## src/rtl/wdt_pkg.sv

```systemverilog
// Purpose: constants, register map and types of the windowed supervision timer
// Assumes: one sys_clk domain at 50 MHz, byte addresses on an 8-bit register port
// Notes: all offsets are word aligned, unused bits read as zero
//
// Operation
// - Missing reload before the count expires raises an internal chip reset, or interrupt in interrupt mode.
// - With windowing, a reload while count exceeds the window value is a violation.
// - A warning interrupt fires when the count equals the programmed warning value.
// - Enable is set-only; only hardware reset or a watchdog event clears it.
// - A wrong feed sequence causes chip reset, or interrupt in interrupt mode.
// - A sticky flag records that the watchdog caused the chip reset.
// - The counter is 24 bits, software-loaded, and runs behind a prescaler.
// - Time-out ranges 256x4 to 2^24x4 supervision clocks in steps of 4.
// - Software picks the internal RC or the dedicated supervision oscillator.
package wdt_pkg;

  localparam int ADDR_W = 8;
  localparam int DATA_W = 32;
  localparam int CNT_W = 24;
  localparam int INT_W = 3;
  localparam int KEY_W = 8;

  // register offsets
  localparam logic [ADDR_W-1:0] OFF_MODE = 8'h00;
  localparam logic [ADDR_W-1:0] OFF_TIMEOUT = 8'h04;
  localparam logic [ADDR_W-1:0] OFF_FEED = 8'h08;
  localparam logic [ADDR_W-1:0] OFF_COUNT = 8'h0c;
  localparam logic [ADDR_W-1:0] OFF_WARN = 8'h10;
  localparam logic [ADDR_W-1:0] OFF_WINDOW = 8'h14;
  localparam logic [ADDR_W-1:0] OFF_CLKSEL = 8'h18;
  localparam logic [ADDR_W-1:0] OFF_INT_STATUS = 8'h1c;
  localparam logic [ADDR_W-1:0] OFF_INT_CLEAR = 8'h20;
  localparam logic [ADDR_W-1:0] OFF_INT_ENABLE = 8'h24;
  localparam logic [ADDR_W-1:0] OFF_CAUSE = 8'h28;

  // mode register fields
  localparam int MODE_EN_BIT = 0;
  localparam int MODE_RSTSEL_BIT = 1;
  localparam logic MODE_RSTSEL_RESET = 1'b1;

  // single-bit register fields
  localparam int CLKSEL_BIT = 0;
  localparam int CAUSE_FLAG_BIT = 0;

  // interrupt status / clear / enable layout
  localparam int INT_TIMEOUT_BIT = 0;
  localparam int INT_WARN_BIT = 1;
  localparam int INT_FEEDERR_BIT = 2;

  // counter values
  localparam logic [CNT_W-1:0] TC_MIN = 24'h00_00ff;
  localparam logic [CNT_W-1:0] TC_RESET = 24'h00_00ff;
  localparam logic [CNT_W-1:0] WARN_RESET = 24'h00_0000;
  localparam logic [CNT_W-1:0] WIN_RESET = 24'hff_ffff;
  localparam logic [CNT_W-1:0] CNT_ZERO = 24'h00_0000;
  localparam logic [CNT_W-1:0] CNT_ONE = 24'h00_0001;

  // feed keys
  localparam logic [KEY_W-1:0] FEED_KEY_FIRST = 8'haa;
  localparam logic [KEY_W-1:0] FEED_KEY_SECOND = 8'h55;

  // supervision clock selection and prescaler
  localparam logic CLKSEL_IRC = 1'b0;
  localparam int PRE_W = 2;
  localparam logic [PRE_W-1:0] PRE_LAST = 2'h3;

  typedef enum logic {
    FEED_IDLE = 1'b0,
    FEED_ARMED = 1'b1
  } feed_state_e;

endpackage

```

## src/rtl/prescale_if.sv

```systemverilog
// Purpose: carries source select, run and tick between timer core and prescaler
// Assumes: sys_clk domain on both ends
// Notes: tick is a one-cycle pulse every fourth supervision clock edge
`timescale 1ns/1ps
interface prescale_if;
  logic srcSel;
  logic run;
  logic tick;

  modport owner (output srcSel, output run, input tick);
  modport prescaler (input srcSel, input run, output tick);
endinterface

```

## src/rtl/wdt_prescaler.sv

```systemverilog
// Purpose: synchronises both supervision oscillators and divides the chosen one by 4
// Assumes: oscillators run well below a quarter of sys_clk
// Notes: a source switch may cost or add one edge, harmless for a watchdog
`timescale 1ns/1ps
module wdt_prescaler (
  input wire logic sys_clk,
  input wire logic rstn,
  input wire logic ircClk,
  input wire logic supOscClk,
  prescale_if.prescaler pif
);
  import wdt_pkg::*;

  logic [1:0] srcRaw;
  logic [1:0] sync1_r;
  logic [1:0] sync2_r;
  logic prev_r;
  logic selLevel;
  logic srcEdge;
  logic [PRE_W-1:0] div_r;
  logic tick_r;

  assign srcRaw = {supOscClk, ircClk};

  // two-stage synchronisers, one per oscillator
  genvar gi;
  generate
    for (gi = 0; gi < 2; gi++) begin : gSync
      always_ff @(posedge sys_clk or negedge rstn) begin
        if (!rstn) begin
          sync1_r[gi] <= 1'b0;
          sync2_r[gi] <= 1'b0;
        end else begin
          sync1_r[gi] <= srcRaw[gi];
          sync2_r[gi] <= sync1_r[gi];
        end
      end
    end
  endgenerate

  // source choice after the synchronisers only
  assign selLevel = (pif.srcSel == CLKSEL_IRC) ? sync2_r[0] : sync2_r[1];
  assign srcEdge = selLevel & ~prev_r;

  always_ff @(posedge sys_clk or negedge rstn) begin
    if (!rstn) begin
      prev_r <= 1'b0;
    end else begin
      prev_r <= selLevel;
    end
  end

  // fixed divide by four; held clear while the timer is stopped
  always_ff @(posedge sys_clk or negedge rstn) begin
    if (!rstn) begin
      div_r <= '0;
      tick_r <= 1'b0;
    end else begin
      tick_r <= pif.run && srcEdge && (div_r == PRE_LAST);
      if (!pif.run) begin
        div_r <= '0;
      end else if (srcEdge) begin
        div_r <= div_r + 1'b1;
      end
    end
  end

  assign pif.tick = tick_r;
endmodule

```

## src/rtl/windowed_supervision_timer.sv

```systemverilog
// Purpose: windowed supervision timer with feed checking and warning interrupt
// Assumes: rstn is the chip hardware reset, never driven by chipResetOut
// Notes: fault response is chip reset or interrupt, chosen in the mode register
`timescale 1ns/1ps
module windowed_supervision_timer (
  input wire logic sys_clk,
  input wire logic rstn,
  input wire logic ircClk,
  input wire logic supOscClk,
  input wire logic [wdt_pkg::ADDR_W-1:0] regAddr,
  input wire logic [wdt_pkg::DATA_W-1:0] regWrData,
  input wire logic regWrStrobe,
  input wire logic regRdStrobe,
  output logic [wdt_pkg::DATA_W-1:0] regRdData,
  output logic irq,
  output logic chipResetOut
);
  import wdt_pkg::*;

  // address match used by every decoder below
  function automatic logic hit(input logic [ADDR_W-1:0] a, input logic [ADDR_W-1:0] off);
    hit = (a == off);
  endfunction

  prescale_if pif ();

  logic enable_r;
  logic rstMode_r;
  logic clkSel_r;
  logic [CNT_W-1:0] tc_r;
  logic [CNT_W-1:0] warn_r;
  logic [CNT_W-1:0] win_r;
  logic [CNT_W-1:0] count_r;
  logic [INT_W-1:0] status_r;
  logic [INT_W-1:0] intEn_r;
  logic wdFlag_r;
  logic chipReset_r;
  logic [DATA_W-1:0] rdData_r;
  feed_state_e feedState_r;
  feed_state_e feedState_nxt;

  logic anyAccess;
  logic wrFeed;
  logic wrMode;
  logic enableSet;
  logic feedOk;
  logic seqErr;
  logic winErr;
  logic validFeed;
  logic timeoutEv;
  logic warnEv;
  logic fault;
  logic [INT_W-1:0] statusSet;
  logic [INT_W-1:0] statusClr;
  logic [CNT_W-1:0] tcWrite;

  logic wrTimeout;
  logic wrWarn;
  logic wrWindow;
  logic wrClkSel;
  logic wrIntClear;
  logic wrIntEnable;
  logic wrCause;
  logic winOpen;
  logic faultRst;
  logic [DATA_W-1:0] rdData_nxt;

  wdt_prescaler uPrescaler (
    .sys_clk(sys_clk),
    .rstn(rstn),
    .ircClk(ircClk),
    .supOscClk(supOscClk),
    .pif(pif)
  );

  // the prescaler only runs while the watchdog is armed
  assign pif.srcSel = clkSel_r;
  assign pif.run = enable_r;

  // bus decode
  assign anyAccess = regWrStrobe | regRdStrobe;
  assign wrFeed = regWrStrobe && hit(regAddr, OFF_FEED);
  assign wrMode = regWrStrobe && hit(regAddr, OFF_MODE);
  assign enableSet = wrMode && regWrData[MODE_EN_BIT] && !enable_r;

  // one write enable per register; a store never sees a strobe meant for a neighbour
  assign wrTimeout = regWrStrobe && hit(regAddr, OFF_TIMEOUT);
  assign wrWarn = regWrStrobe && hit(regAddr, OFF_WARN);
  assign wrWindow = regWrStrobe && hit(regAddr, OFF_WINDOW);
  assign wrClkSel = regWrStrobe && hit(regAddr, OFF_CLKSEL);
  assign wrIntClear = regWrStrobe && hit(regAddr, OFF_INT_CLEAR);
  assign wrIntEnable = regWrStrobe && hit(regAddr, OFF_INT_ENABLE);
  assign wrCause = regWrStrobe && hit(regAddr, OFF_CAUSE);

  // feed sequence tracker: first key arms, next access must be the second key
  always_comb begin
    feedState_nxt = feedState_r;
    unique case (feedState_r)
      FEED_IDLE: begin
        if (wrFeed && regWrData[KEY_W-1:0] == FEED_KEY_FIRST) begin
          feedState_nxt = FEED_ARMED;
        end
      end
      FEED_ARMED: begin
        // any access at all ends the armed state, good or bad
        if (anyAccess) begin
          feedState_nxt = FEED_IDLE;
        end
      end
    endcase
  end

  // held in a flop so a feed pair may straddle any number of idle cycles
  always_ff @(posedge sys_clk or negedge rstn) begin
    if (!rstn) begin
      feedState_r <= FEED_IDLE;
    end else begin
      feedState_r <= feedState_nxt;
    end
  end

  // feed checks; only count as faults while the watchdog is armed
  assign feedOk = (feedState_r == FEED_ARMED) && wrFeed && regWrData[KEY_W-1:0] == FEED_KEY_SECOND;
  assign seqErr = enable_r && (((feedState_r == FEED_ARMED) && anyAccess && !feedOk) ||
                  ((feedState_r == FEED_IDLE) && wrFeed &&
                   regWrData[KEY_W-1:0] != FEED_KEY_FIRST));
  // reload too early: count still above the window value; all ones keeps the window open
  assign winOpen = (count_r <= win_r);
  assign winErr = enable_r && feedOk && !winOpen;
  assign validFeed = feedOk && !winErr;

  // count events, sampled on prescaled ticks
  assign timeoutEv = enable_r && pif.tick && (count_r == CNT_ZERO);
  assign warnEv = enable_r && pif.tick && (count_r == warn_r);
  assign fault = timeoutEv | seqErr | winErr;
  assign faultRst = fault && (rstMode_r == MODE_RSTSEL_RESET);

  // enable is sticky: software may only set it, faults clear it
  always_ff @(posedge sys_clk or negedge rstn) begin
    if (!rstn) begin
      enable_r <= 1'b0;
    end else if (fault) begin
      enable_r <= 1'b0;
    end else if (enableSet) begin
      enable_r <= 1'b1;
    end
  end

  // response mode is frozen once armed so a runaway cannot soften it
  always_ff @(posedge sys_clk or negedge rstn) begin
    if (!rstn) begin
      rstMode_r <= MODE_RSTSEL_RESET;
    end else if (wrMode && !enable_r) begin
      rstMode_r <= regWrData[MODE_RSTSEL_BIT];
    end
  end

  // clock source select, also frozen while armed
  always_ff @(posedge sys_clk or negedge rstn) begin
    if (!rstn) begin
      clkSel_r <= CLKSEL_IRC;
    end else if (wrClkSel && !enable_r) begin
      clkSel_r <= regWrData[CLKSEL_BIT];
    end
  end

  // time-out constant; values under the minimum are raised to it
  assign tcWrite = (regWrData[CNT_W-1:0] < TC_MIN) ? TC_MIN : regWrData[CNT_W-1:0];

  always_ff @(posedge sys_clk or negedge rstn) begin
    if (!rstn) begin
      tc_r <= TC_RESET;
    end else if (wrTimeout) begin
      tc_r <= tcWrite;
    end
  end

  // warning compare value, free to change while armed
  always_ff @(posedge sys_clk or negedge rstn) begin
    if (!rstn) begin
      warn_r <= WARN_RESET;
    end else if (wrWarn) begin
      warn_r <= regWrData[CNT_W-1:0];
    end
  end

  // window limit; all ones leaves the window open from the reload on
  always_ff @(posedge sys_clk or negedge rstn) begin
    if (!rstn) begin
      win_r <= WIN_RESET;
    end else if (wrWindow) begin
      win_r <= regWrData[CNT_W-1:0];
    end
  end

  // down counter: loads on arm or valid feed, one step per prescaled tick
  always_ff @(posedge sys_clk or negedge rstn) begin
    if (!rstn) begin
      count_r <= TC_RESET;
    end else if (enableSet || validFeed) begin
      count_r <= tc_r;
    end else if (enable_r && pif.tick && count_r != CNT_ZERO) begin
      count_r <= count_r - CNT_ONE;
    end
  end

  // sticky interrupt status; a new event beats a simultaneous clear
  always_comb begin
    statusSet = '0;
    statusSet[INT_TIMEOUT_BIT] = timeoutEv;
    statusSet[INT_WARN_BIT] = warnEv;
    statusSet[INT_FEEDERR_BIT] = seqErr | winErr;
  end

  // clear is write-one, so untouched bits keep their events
  assign statusClr = wrIntClear ? regWrData[INT_W-1:0] : '0;

  // sticky store of the events
  always_ff @(posedge sys_clk or negedge rstn) begin
    if (!rstn) begin
      status_r <= '0;
    end else begin
      status_r <= (status_r & ~statusClr) | statusSet;
    end
  end

  // interrupt mask; masking hides a bit from irq but keeps it in status
  always_ff @(posedge sys_clk or negedge rstn) begin
    if (!rstn) begin
      intEn_r <= '0;
    end else if (wrIntEnable) begin
      intEn_r <= regWrData[INT_W-1:0];
    end
  end

  // level interrupt; in reset mode the chip reset usually wins anyway
  assign irq = |(status_r & intEn_r);

  // chip reset request, one cycle, only in reset mode
  always_ff @(posedge sys_clk or negedge rstn) begin
    if (!rstn) begin
      chipReset_r <= 1'b0;
    end else begin
      chipReset_r <= faultRst;
    end
  end

  assign chipResetOut = chipReset_r;

  // reset cause flag survives the chip reset it requested, since rstn is separate
  always_ff @(posedge sys_clk or negedge rstn) begin
    if (!rstn) begin
      wdFlag_r <= 1'b0;
    end else if (faultRst) begin
      wdFlag_r <= 1'b1;
    end else if (wrCause && regWrData[CAUSE_FLAG_BIT]) begin
      wdFlag_r <= 1'b0;
    end
  end

  // read mux; zero when no read is taken, so the port idles at zero
  always_comb begin
    rdData_nxt = '0;
    if (regRdStrobe) begin
      if (hit(regAddr, OFF_MODE)) begin
        rdData_nxt[MODE_EN_BIT] = enable_r;
        rdData_nxt[MODE_RSTSEL_BIT] = rstMode_r;
      end
      if (hit(regAddr, OFF_TIMEOUT)) begin
        rdData_nxt[CNT_W-1:0] = tc_r;
      end
      if (hit(regAddr, OFF_COUNT)) begin
        rdData_nxt[CNT_W-1:0] = count_r;
      end
      if (hit(regAddr, OFF_WARN)) begin
        rdData_nxt[CNT_W-1:0] = warn_r;
      end
      if (hit(regAddr, OFF_WINDOW)) begin
        rdData_nxt[CNT_W-1:0] = win_r;
      end
      if (hit(regAddr, OFF_CLKSEL)) begin
        rdData_nxt[CLKSEL_BIT] = clkSel_r;
      end
      if (hit(regAddr, OFF_INT_STATUS)) begin
        rdData_nxt[INT_W-1:0] = status_r;
      end
      if (hit(regAddr, OFF_INT_ENABLE)) begin
        rdData_nxt[INT_W-1:0] = intEn_r;
      end
      if (hit(regAddr, OFF_CAUSE)) begin
        rdData_nxt[CAUSE_FLAG_BIT] = wdFlag_r;
      end
    end
  end

  // registered copy stands exactly one cycle after the strobe
  always_ff @(posedge sys_clk or negedge rstn) begin
    if (!rstn) begin
      rdData_r <= '0;
    end else begin
      rdData_r <= rdData_nxt;
    end
  end

  assign regRdData = rdData_r;
endmodule

```

## config.mk

```make
export PLATFORM = sky130hd
export DESIGN_NAME = windowed_supervision_timer
export DESIGN_NICKNAME = d
export VERILOG_FILES = /design/src/rtl/wdt_pkg.sv /design/src/rtl/prescale_if.sv /design/src/rtl/wdt_prescaler.sv /design/src/rtl/windowed_supervision_timer.sv
export SDC_FILE = /design/constraint.sdc
export NUM_CORES = 1
export LEC_CHECK = 0
export ABC_CLOCK_PERIOD_IN_PS = 2400
export BUFFER_PORTS_ARGS = -buffer_cell sky130_fd_sc_hd__buf_2
export CORE_MARGIN = 3
export CORE_UTILIZATION = 51
export DETAILED_ROUTE_END_ITERATION = 12
export PLACE_DENSITY = 0.75
export SLEW_MARGIN = 20
export SYNTH_ARGS = -nofsm -noshare
export SYNTH_HDL_FRONTEND = slang
export SYNTH_SLANG_ARGS = --single-unit
```

## constraint.sdc

```tcl
create_clock -name sys_clk -period 2.4 [get_ports sys_clk]
set_clock_uncertainty 0.05 [all_clocks]
set_input_delay 0.24 -clock sys_clk [delete_from_list [all_inputs] [get_ports sys_clk]]
set_output_delay 0.24 -clock sys_clk [all_outputs]
set_load 0.01 [all_outputs]
```

=== Word level (Yosys, flattened, before mapping) ===
Index checks and enable logic that the tools add are counted.
W data, S select, Z words.

* Register bits after elaboration: 140
* Bits of input ports: 46
* Output and inout port bits: 34
* Word-level logic and storage cells: 120

* Mux-type cells: 24
* Bitwise gates (word level): 11
* Equal/unequal tests: 16
* Reductions and logical operators: 45
* $lt $le $gt $ge: 2
* Add/sub/neg operators: 2

{| class="wikitable"
|+ Operator list
! operator !! count
|-
| $mux W24 || 8
|-
| $eq A8 B5 Y1 const B || 4
|-
| $logic_and A1 B1 Y1 || 32
|-
| $eq A24 B24 Y1 || 1
|-
| $eq A8 B6 Y1 const B || 3
|-
| $le A24 B24 Y1 || 1
|-
| $logic_not A24 Y1 || 1
|-
| $lt A24 B8 Y1 const B || 1
|-
| $reduce_bool A24 Y1 || 1
|-
| $sub A24 B1 Y24 const B || 1
|-
| $eq A8 B4 Y1 const B || 2
|-
| $mux W1 || 9
|-
| $mux W3 || 3
|-
| $eq A8 B3 Y1 const B || 1
|-
| $eq A8 B7 Y1 const B || 1
|-
| $eq A8 B8 Y1 const B || 1
|-
| $logic_not A8 Y1 || 1
|-
| $ne A8 B8 Y1 const B || 1
|-
| $and A3 B3 Y3 || 2
|-
| $mux W2 || 3
|-
| $reduce_bool A2 Y1 || 3
|-
| $logic_not A1 Y1 || 4
|-
| $or A1 B1 Y1 || 4
|-
| $not A3 Y3 || 1
|-
| 9 further kinds || 11
|}

=== Logic depth before layout (Yosys ltp) ===
Gate-level depths: netlist (run 1).

* Word-level depth: 12
* Gate-level depth with buffers: 10
* Depth with buffers taken out: 8

=== Modules after synthesis ===
From an unflattened synthesis (run 1), not the netlist that was laid out.

* Cell total of the unflattened synthesis: 663
* Area total of the unflattened synthesis: 7395.8 µm²

{| class="wikitable"
|+ Modules (own cells, without submodules)
! module !! seq. area each (µm²) !! area an instance (µm²) !! cells each !! times used
|-
| windowed_supervision_timer || 3354.5 || 7110.6 || 645 || 1
|-
| wdt_prescaler || 200.2 || 285.3 || 18 || 1
|}

=== Worst setup path before layout (run 1) ===
No wires, ideal clock.

* Path type: reg2reg
* Start: register win_r[23]
* End: register count_r[10]
* Library setup time: 0.125 ns
* Required time: 2.225 ns
* Data arrival time: 2.353 ns
* Cell stages (with the launch flop): 10
* Path slack: -0.128 ns
* Buffers on the path: 1
* Clock period less this slack: 2.528 ns
* Cell sequence: dfstp_2 > inv_1 > ha_1 > nand4_1 > nor4_1 > o31ai_1 > nand3_1 > a2bb2oi_2 > buf_6 > mux2_4

* Longest elaborated chain between the ends: 7
* Elaborated cells between the ends (all ways): 8
* Classes of those cells: order compare: 1; mux: 1; reduce/logical: 6

{| class="wikitable"
|+ RTL lines
! element !! line !! RTL
|-
| start, declared || windowed_supervision_timer.sv:32 || <nowiki>logic [CNT_W-1:0] win_r;</nowiki>
|-
| start signal, assigned || windowed_supervision_timer.sv:192 || <nowiki>win_r <= regWrData[CNT_W-1:0];</nowiki>
|-
| $le A24 B24 Y1 * || windowed_supervision_timer.sv:128 || <nowiki>assign winOpen = (count_r <= win_r);</nowiki>
|-
| $logic_not A1 Y1 * || windowed_supervision_timer.sv:129 || <nowiki>assign winErr = enable_r && feedOk && !winOpen;</nowiki>
|-
| $logic_and A1 B1 Y1 * || windowed_supervision_timer.sv:129 ||
|-
| $logic_not A1 Y1 * || windowed_supervision_timer.sv:130 || <nowiki>assign validFeed = feedOk && !winErr;</nowiki>
|-
| $logic_and A1 B1 Y1 * || windowed_supervision_timer.sv:130 ||
|-
| $logic_or A1 B1 Y1 * || windowed_supervision_timer.sv:200 || <nowiki>end else if (enableSet || validFeed) begin</nowiki>
|-
| $mux W24 / $reduce_bool A2 Y1 (equally long branches) || - ||
|-
| end signal, assigned || windowed_supervision_timer.sv:201 || <nowiki>count_r <= tc_r;</nowiki>
|-
| end signal, assigned || windowed_supervision_timer.sv:203 || <nowiki>count_r <= count_r - CNT_ONE;</nowiki>
|-
| end, declared || windowed_supervision_timer.sv:33 || <nowiki>logic [CNT_W-1:0] count_r;</nowiki>
|}

Every way passes the cells marked *; elsewhere a longest branch is shown, timed or not.
A chain may end at the register's enable or synchronous reset.

=== Worst setup path after layout (run 1) ===
* Start: register win_r[10]
* End: register count_r[17]

The elaborated chain is that of the path after synthesis.

==> results.md, run 1 <==
* Final count of pins violating max slew at 0
* Post-detailed-route count of antenna-violating nets at 0
* Worst rel slew slack at 0.548
* Number of nets in the layout at 878
* Number of cells on the worst hold path at 2
* R2R Path Start: win_r[10]
* Primary FF master, synth: sky130_fd_sc_hd__dfrtp_1
* Power density relative to cell area at 617 nW/um^2
* Cell chosen for the clock root: sky130_fd_sc_hd__clkbuf_16
* Clock latency at the later pin of the worst-skew pair at 440 ps
* Post-synth EDFFs at 0
* Largest vdd supply drop at 0.564 mV
* Category of cells accounting for the largest share of critical-path delay: simple AND/OR/NAND/NOR gates
* Fraction of the core area covered by cells at the end of the flow at 0.675
* Area Overhead vs Synth at 26.4%
* Period Utilization, post-route at 1.12
* Area enclosed by the die boundary at 16,400 um^2
* Setup slack on the worst flop-to-flop path at -290 ps
* Wire length of the first global-routing pass at 34.4 mm
* Number of warnings reported in the yosys synthesis log at 0
* Crit Path Category: reg2reg
* Number of CTS-inserted buffers at 17
* Total number of placement rows at 43
* Bufs and invs on worst path at 2
* Number of DRC markers after the initial detailed-route iteration at 543
* Data required, critical path at 2660 ps
* Pin count of the biggest net entering global routing at 70
* # fillers at 1,070
* Width of the chip at 128 um
* Sw Pwr at 1.40 mW
* Maximum count of clock buffers along a single path at 2
* Number of maximum-capacitance violations at 0
* Cell Area, Synth at 7590 um^2
* Area taken by multi-input logic gates at 3930 um^2
* Number of cells traversed by the worst register-to-register path at 9
* Minimum period implied by the final worst setup slack at 2690 ps
* Area share of the leading cell type in the synthesized netlist at 0.327
* Number of port buffers at 63
* Startpoint kind of the worst setup timing path: flip-flop
* Fin worst setup slack at -287 ps
* Status: finished with violations
* Clock transition time at the flip-flop clock pins of the worst setup and hold paths at 60 ps
* Total number of cells along the worst setup path at 9
* Maximum fanout along the worst path at 8
* Ranking of synthesized cells by area: sky130_fd_sc_hd__dfrtp_1 33%, sky130_fd_sc_hd__dfstp_2 14%, sky130_fd_sc_hd__mux2_2 11%
* Crit-path slowest cell: sky130_fd_sc_hd__dfstp_2
* Cell variety after synth at 70
* Leakage at 4.76 nW
* Switching portion of total power at 0.236
* Aggregate routed wire length at 21.4 mm
* Area of the placeable core at 14,200 um^2
* Weighted congestion reported at the end of routability-driven placement at 0.924
* DR DRC count at 0
* Router iterations before antenna repair at 6
* Violations in the final reports: negative setup slack
* Vias in the first global route at 6,450
* Startpoint of the tightest hold check path: regWrData[10]
* Biggest cell delay along the critical path at 540 ps
* Hold Path Sink: win_r[10]
* Clock sink count at 140
* Endpoint type of the worst setup path: flip-flop
* Unrepaired setup endpoints after global routing: true
* Internal Pwr Total at 4.52 mW
* Layout cell share with drive strength beyond 1 at 0.452
* Setup TNS Final at -6300 ps
* Tot GR Track Use at 0.271
* Total via count in the routed design at 6,071
* Via count normalized by instance count at 6.08
* Footprint of the flip-flops and latches at 3550 um^2
* TritonCTS clock tree: built
* Hold WC Path Type: in2reg
* Combinational share of power at 0.100
* Cells after Synth at 661
* Starting utilization of the core area at 0.534
* Estimated wirelength of the detail-placed design at 14.8 mm
* Antenna violations before repair at 0
* Clock H-tree levels at 4
* Cell Chain, Critical Path: inv_1, ha_1, nand4_1, nor4_4, o31ai_2, nand3_2, a2bb2oi_4, buf_6, mux2_4
* Sequential share of power at 0.427
* Mean instance size in the synthesized netlist at 11.5 um^2
* Data arrival time at the worst-slack endpoint at 2950 ps
* Top-count cell post-synth: sky130_fd_sc_hd__dfrtp_1
* Avg WL per Cell at 21.4 um
* Top post-synthesis cells by count: 99 x sky130_fd_sc_hd__dfrtp_1, 74 x sky130_fd_sc_hd__mux2_2, 51 x sky130_fd_sc_hd__nand2_1
* Achievable Freq at 372 MHz
* Global route total overflow at 0
* Post-synthesis async set-or-reset flop share at 1.00
* Clock network power share at 0.472
* Y dimension of the die at 128 um
* Sequential area share after synthesis at 0.469
* Most area-hungry cell type in the Yosys netlist: sky130_fd_sc_hd__dfrtp_1
* Pin slew with the least headroom to its limit at 672 ps
* Finish-stage setup viols at 26
* # IOs at 80
* Synth Register Bits at 140
* ANT cells at 0
* Reg2Reg Capture Point: count_r[17]
* Final Hold Viols at 0
-- how the worst max path moves through the flow --
stage | slack [ps] | endpoint | startpoint
6_report | -290 | count_r[17] | win_r[10]
2_1_floorplan | -50 | count_r[22] | count_r[8]
5_1_grt | -310 | count_r[16] | win_r[16]
3_5_place_dp | -290 | count_r[1] | win_r[10]
4_1_cts | -270 | count_r[23] | win_r[22]
3_3_place_gp | -160 | count_r[8] | win_r[9]
-- power by group through the flow --
stage          registers [mW]  logic [mW]  clock network, mW
2_1_floorplan            2.55       0.269                  0
3_3_place_gp             2.56       0.513                  0
3_5_place_dp             2.57       0.528                  0
4_1_cts                  2.53       0.580               2.84
5_1_grt                  2.54       0.642               2.93
6_report                 2.53       0.593               2.80
-- per-layer routing --
| metal | up-vias | GRT usage | part of all wire |
|---|---|---|---|
| li1 | 2720 | - | - |
| met1 | 3053 | 0.343 | 0.42 |
| met2 | 241 | 0.456 | 0.50 |
| met3 | 57 | 0.0571 | 0.056 |
| met4 | 0 | 0.104 | 0.029 |
| met5 | - | 0 | 0 |
-- flip-flops by register name, indices dropped and copies added, names as in the netlist, 2 cells and up --
signal,cells
intEn_r,3
tc_r,24
status_r,3
uPrescaler.sync2_r,2
warn_r,24
count_r,24
win_r,24
uPrescaler.div_r,2
regRdData,24
uPrescaler.sync1_r,2
-- per-stage QoR --
step	setup WS, ps	power (mW)	hold slack [ps]	area [um^2]	instances
after floorplan	-45.9	2.81	-106	7720	668
after global placement	-159	3.07	241	8780	959
after detailed placement	-286	3.09	248	8780	959
after CTS	-272	5.94	27.9	9630	1002
after global routing	-314	6.11	41.3	9590	999
final	-287	5.92	36.9	9590	999
-- kinds of logic (layout without fill, tap and decap cells) --
kind of cell               after synthesis  after routing  synth area share
and+or+nand+nor                        172            172             0.126
DFF                                    140            140             0.469
AOI/OAI and AO/OA                      108            108             0.109
muxes                                   99             99             0.156
buffers and inverters                   71            222            0.0460
xor gates and xnor gates                44             44            0.0508
adders and majority gates               26             26            0.0429
other                                    1              8          0.000494
-- placed cells by master (no fill, tap or decap), drive strengths merged, types with 13 or more instances in the layout --
cell    instances
clkbuf         20
inv            28
mux2           94
nor4           22
nand3          13
o21ai          15
a222oi         22
dfstp          41
nand4          18
a21oi          15
nand2          51
dfrtp          99
buf           159
xor2           36
ha             26
a21boi         22
nor2           22
-- what timing repair did --
action	CTS	global route
cloned	1	0
hold endpoints to repair	53	0
pin swaps	14	10
hold buffers	3	0
gates resized for setup	25	5
setup buffers	8	0
setup endpoints to repair	26	26
-- layout make-up --
type	count	area share
multi-input combinational	457	0.410
sequential	140	0.371
timing repair buffer	162	0.120
clock buffer	20	0.0476
tap	180	0.0235
clock inverter	12	0.0176
inverter	28	0.0110
(Power assumes the default switching activity.)
==> run 2: changes to the inputs <==
--- a/config.mk
+++ b/config.mk
@@ -6,12 +6,13 @@
 export NUM_CORES = 1
 export LEC_CHECK = 0
 export ABC_CLOCK_PERIOD_IN_PS = 2400
-export BUFFER_PORTS_ARGS = -buffer_cell sky130_fd_sc_hd__buf_2
 export CORE_MARGIN = 3
 export CORE_UTILIZATION = 51
 export DETAILED_ROUTE_END_ITERATION = 12
-export PLACE_DENSITY = 0.75
+export DONT_BUFFER_PORTS = 1
+export PLACE_DENSITY = 0.71
 export SLEW_MARGIN = 20
 export SYNTH_ARGS = -nofsm -noshare
 export SYNTH_HDL_FRONTEND = slang
+export SYNTH_HIERARCHICAL = 1
 export SYNTH_SLANG_ARGS = --single-unit
==> results.md, run 2 <==
* Status: finished with violations
* Violations in the final reports: negative hold slack, negative setup slack
* Router iterations before antenna repair at 7
* Number of maximum-capacitance violations at 0
* ANT cells at 0
* Category of cells accounting for the largest share of critical-path delay: simple AND/OR/NAND/NOR gates
* Reg2Reg Capture Point: count_r[13]
* Met2 Resource Use GR at 0.415
* Cell chosen for the clock root: sky130_fd_sc_hd__clkbuf_16
* Data required, critical path at 2660 ps
* Y dimension of the die at 126 um
* TritonCTS clock tree: built
* Biggest cell delay along the critical path at 550 ps
* Clock transition time at the flip-flop clock pins of the worst setup and hold paths at 60 ps
* Cell Area, Synth at 7400 um^2
* GRT met1 Usage at 0.346
* Top post-synthesis cells by count: 99 x sky130_fd_sc_hd__dfrtp_1, 83 x sky130_fd_sc_hd__mux2_2, 54 x sky130_fd_sc_hd__nand2_1
* Data arrival time at the worst-slack endpoint at 3080 ps
* Bufs and invs on worst path at 3
* Maximum fanout along the worst path at 4
* Most used routing layer in global routing: met2
* Antenna violations before repair at 0
* Hold-fix buffers at CTS at 28
* Estimated wirelength of the detail-placed design at 13.4 mm
* Overall power of the completed layout at 8.26 mW
* Smallest hold slack at -551 ps
* Top-count cell post-synth: sky130_fd_sc_hd__dfrtp_1
* Area of the placeable core at 14,000 um^2
* Area share of the leading cell type in the synthesized netlist at 0.335
* Width of the chip at 126 um
* Crit Path Category: reg2reg
* Starting utilization of the core area at 0.527
* Post-synth EDFFs at 0
* Area enclosed by the die boundary at 16,000 um^2
* Fraction of the core area covered by cells at the end of the flow at 0.663
* Leading cell type in the layout, fill and taps excluded: sky130_fd_sc_hd__dfrtp_1
* Avg WL per Cell at 22.1 um
* Footprint of the flip-flops and latches at 3550 um^2
* Final Hold Viols at 140
* Post-route cell area at 9300 um^2
* Number of DRC markers after the initial detailed-route iteration at 564
* Cell Chain, Critical Path: inv_1, ha_4, nand4_1, nor4_2, and3_1, a31oi_1, a21oi_2, buf_6, clkbuf_16, mux2_4
* Clock H-tree levels at 4
* Crit-path slowest cell: sky130_fd_sc_hd__dfstp_2
* Mean instance size in the synthesized netlist at 11.2 um^2
* Setup slack on the worst flop-to-flop path at -410 ps
* Met3 capacity usage during global routing at 0.0669
* Fin worst setup slack at -414 ps
* Pin slew with the least headroom to its limit at 574 ps
* Weighted congestion reported at the end of routability-driven placement at 0.929
* Worst rel slew slack at 0.614
* Area Overhead vs Synth at 25.8%
* # IOs at 80
* R2R Path Start: win_r[15]
* Number of warnings reported in the yosys synthesis log at 6
* Cell Area, Placed at 7990 um^2
* Number of port buffers at 0
* Power density relative to cell area at 887 nW/um^2
* Area taken by multi-input logic gates at 3840 um^2
* Unrepaired setup endpoints after global routing: true
* Finish-stage setup viols at 28
* Final count of pins violating max slew at 0
* Endpoint type of the worst setup path: flip-flop
* DR DRC count at 0
* Via count normalized by instance count at 6.19
* Cells after Synth at 663
* Ranking of synthesized cells by area: sky130_fd_sc_hd__dfrtp_1 33%, sky130_fd_sc_hd__dfstp_2 15%, sky130_fd_sc_hd__mux2_2 13%
* Pin count of the biggest net entering global routing at 141
* Leakage at 4.18 nW
* Largest vdd supply drop at 0.603 mV
* Most area-hungry cell type in the Yosys netlist: sky130_fd_sc_hd__dfrtp_1
* Primary FF master, synth: sky130_fd_sc_hd__dfrtp_1
* Cell variety after synth at 66
* Synth Register Bits at 140
* Wire length of the first global-routing pass at 32.2 mm
* Top library cells by usage in the layout, fill and taps aside: 99 x sky130_fd_sc_hd__dfrtp_1, 67 x sky130_fd_sc_hd__buf_4, 61 x sky130_fd_sc_hd__mux2_2
* Total number of placement rows at 43
* Number of CTS-inserted buffers at 17
* Setup TNS Final at -10,180 ps
* Tot GR Track Use at 0.261
* Post-detailed-route count of antenna-violating nets at 0
* Post-synthesis async set-or-reset flop share at 1.00
* Clock latency at the later pin of the worst-skew pair at 430 ps
* Clock sink count at 140
* Sequential area share after synthesis at 0.481
* Number of nets in the layout at 827
* Total via count in the routed design at 5,870
* Aggregate routed wire length at 21.0 mm
* Minimum period implied by the final worst setup slack at 2810 ps
* Startpoint kind of the worst setup timing path: flip-flop
* Hold WC Path Type: in2async
* Period Utilization, post-route at 1.17
* Achievable Freq at 355 MHz
* # fillers at 1,028
* Maximum count of clock buffers along a single path at 2
* Layout cell share with drive strength beyond 1 at 0.355
* Number of cells traversed by the worst register-to-register path at 10
* Vias in the first global route at 5,950
* Global route total overflow at 0
-- run 2: cell types whose count changed in the layout (fill, tap and decap cells not counted), sizes merged, moves of 6 or more --
cell	change
dlygate4sd3	+25
xor2	-6
buf	-84
a21boi	-20
a21oi	+23
nor3	+6
-- run 2: worst max-delay path by stage --
stage / startpoint / endpoint / slack [ps] / cells after the start
floorplan: win_r[17] / count_r[13] / -90 / 9
global placement: win_r[11] / count_r[16] / -300 / 9
detailed placement: win_r[17] / count_r[12] / -350 / 9
CTS: win_r[9] / count_r[14] / -250 / 9
global route: win_r[15] / count_r[13] / -500 / 10
finish: win_r[15] / count_r[13] / -410 / 10
-- run 2: worst register-to-register path, cell delays in order (launching register included) --
cell and delay (ps):
sky130_fd_sc_hd__dfstp_2 550, sky130_fd_sc_hd__inv_1 70, sky130_fd_sc_hd__ha_4 270, sky130_fd_sc_hd__nand4_1 240, sky130_fd_sc_hd__nor4_2 380, sky130_fd_sc_hd__and3_1 250
sky130_fd_sc_hd__a31oi_1 70, sky130_fd_sc_hd__a21oi_2 220, sky130_fd_sc_hd__buf_6 160, sky130_fd_sc_hd__clkbuf_16 150, sky130_fd_sc_hd__mux2_4 300
-- run 2: logic make-up after synthesis --
logic type | count (synthesis) | share of synthesized area
fa+ha+maj | 26 | 0.0440
mux | 101 | 0.153
xor+xnor | 43 | 0.0509
other cells | 1 | 0.000507
compound gates | 108 | 0.101
simple gates | 174 | 0.129
buf+inv | 70 | 0.0413
flops | 140 | 0.481
-- run 2: layer usage --
layer | wire length (um) | up-vias
met1 | 8990 | 2977
li1 | - | 2601
met3 | 1480 | 39
met2 | 10000 | 253
met5 | 0 | -
met4 | 506 | 0
-- run 2: layout make-up --
| cell class | instances | area share |
|---|---|---|
| timing repair buffer | 105 | 0.104 |
| tap | 180 | 0.0242 |
| clock buffer | 21 | 0.0484 |
| inverter | 31 | 0.0125 |
| multi-input combinational | 460 | 0.413 |
| sequential | 140 | 0.382 |
| clock inverter | 11 | 0.0155 |
-- run 2: timing repair --
item	in CTS	in global routing
gates resized for setup	24	32
endpoints found under the setup margin	28	28
pin swaps	2	10
gates cloned	1	2
hold endpoints to repair	226	140
buffers inserted	3	7
-- run 2: where the power goes --
group	switching, mW	leakage [nW]	internal [mW]
clock	1.01	0.291	1.66
combinational	1.34	2.13	1.34
sequential	0.252	1.76	2.66
-- run 2: metrics by stage --
| step | setup slack, ps | cells |
|---|---|---|
| 2_1_floorplan | -88.7 | 670 |
| 3_3_place_gp | -297 | 875 |
| 3_5_place_dp | -345 | 875 |
| 4_1_cts | -246 | 939 |
| 5_1_grt | -496 | 948 |
| 6_report | -414 | 948 |
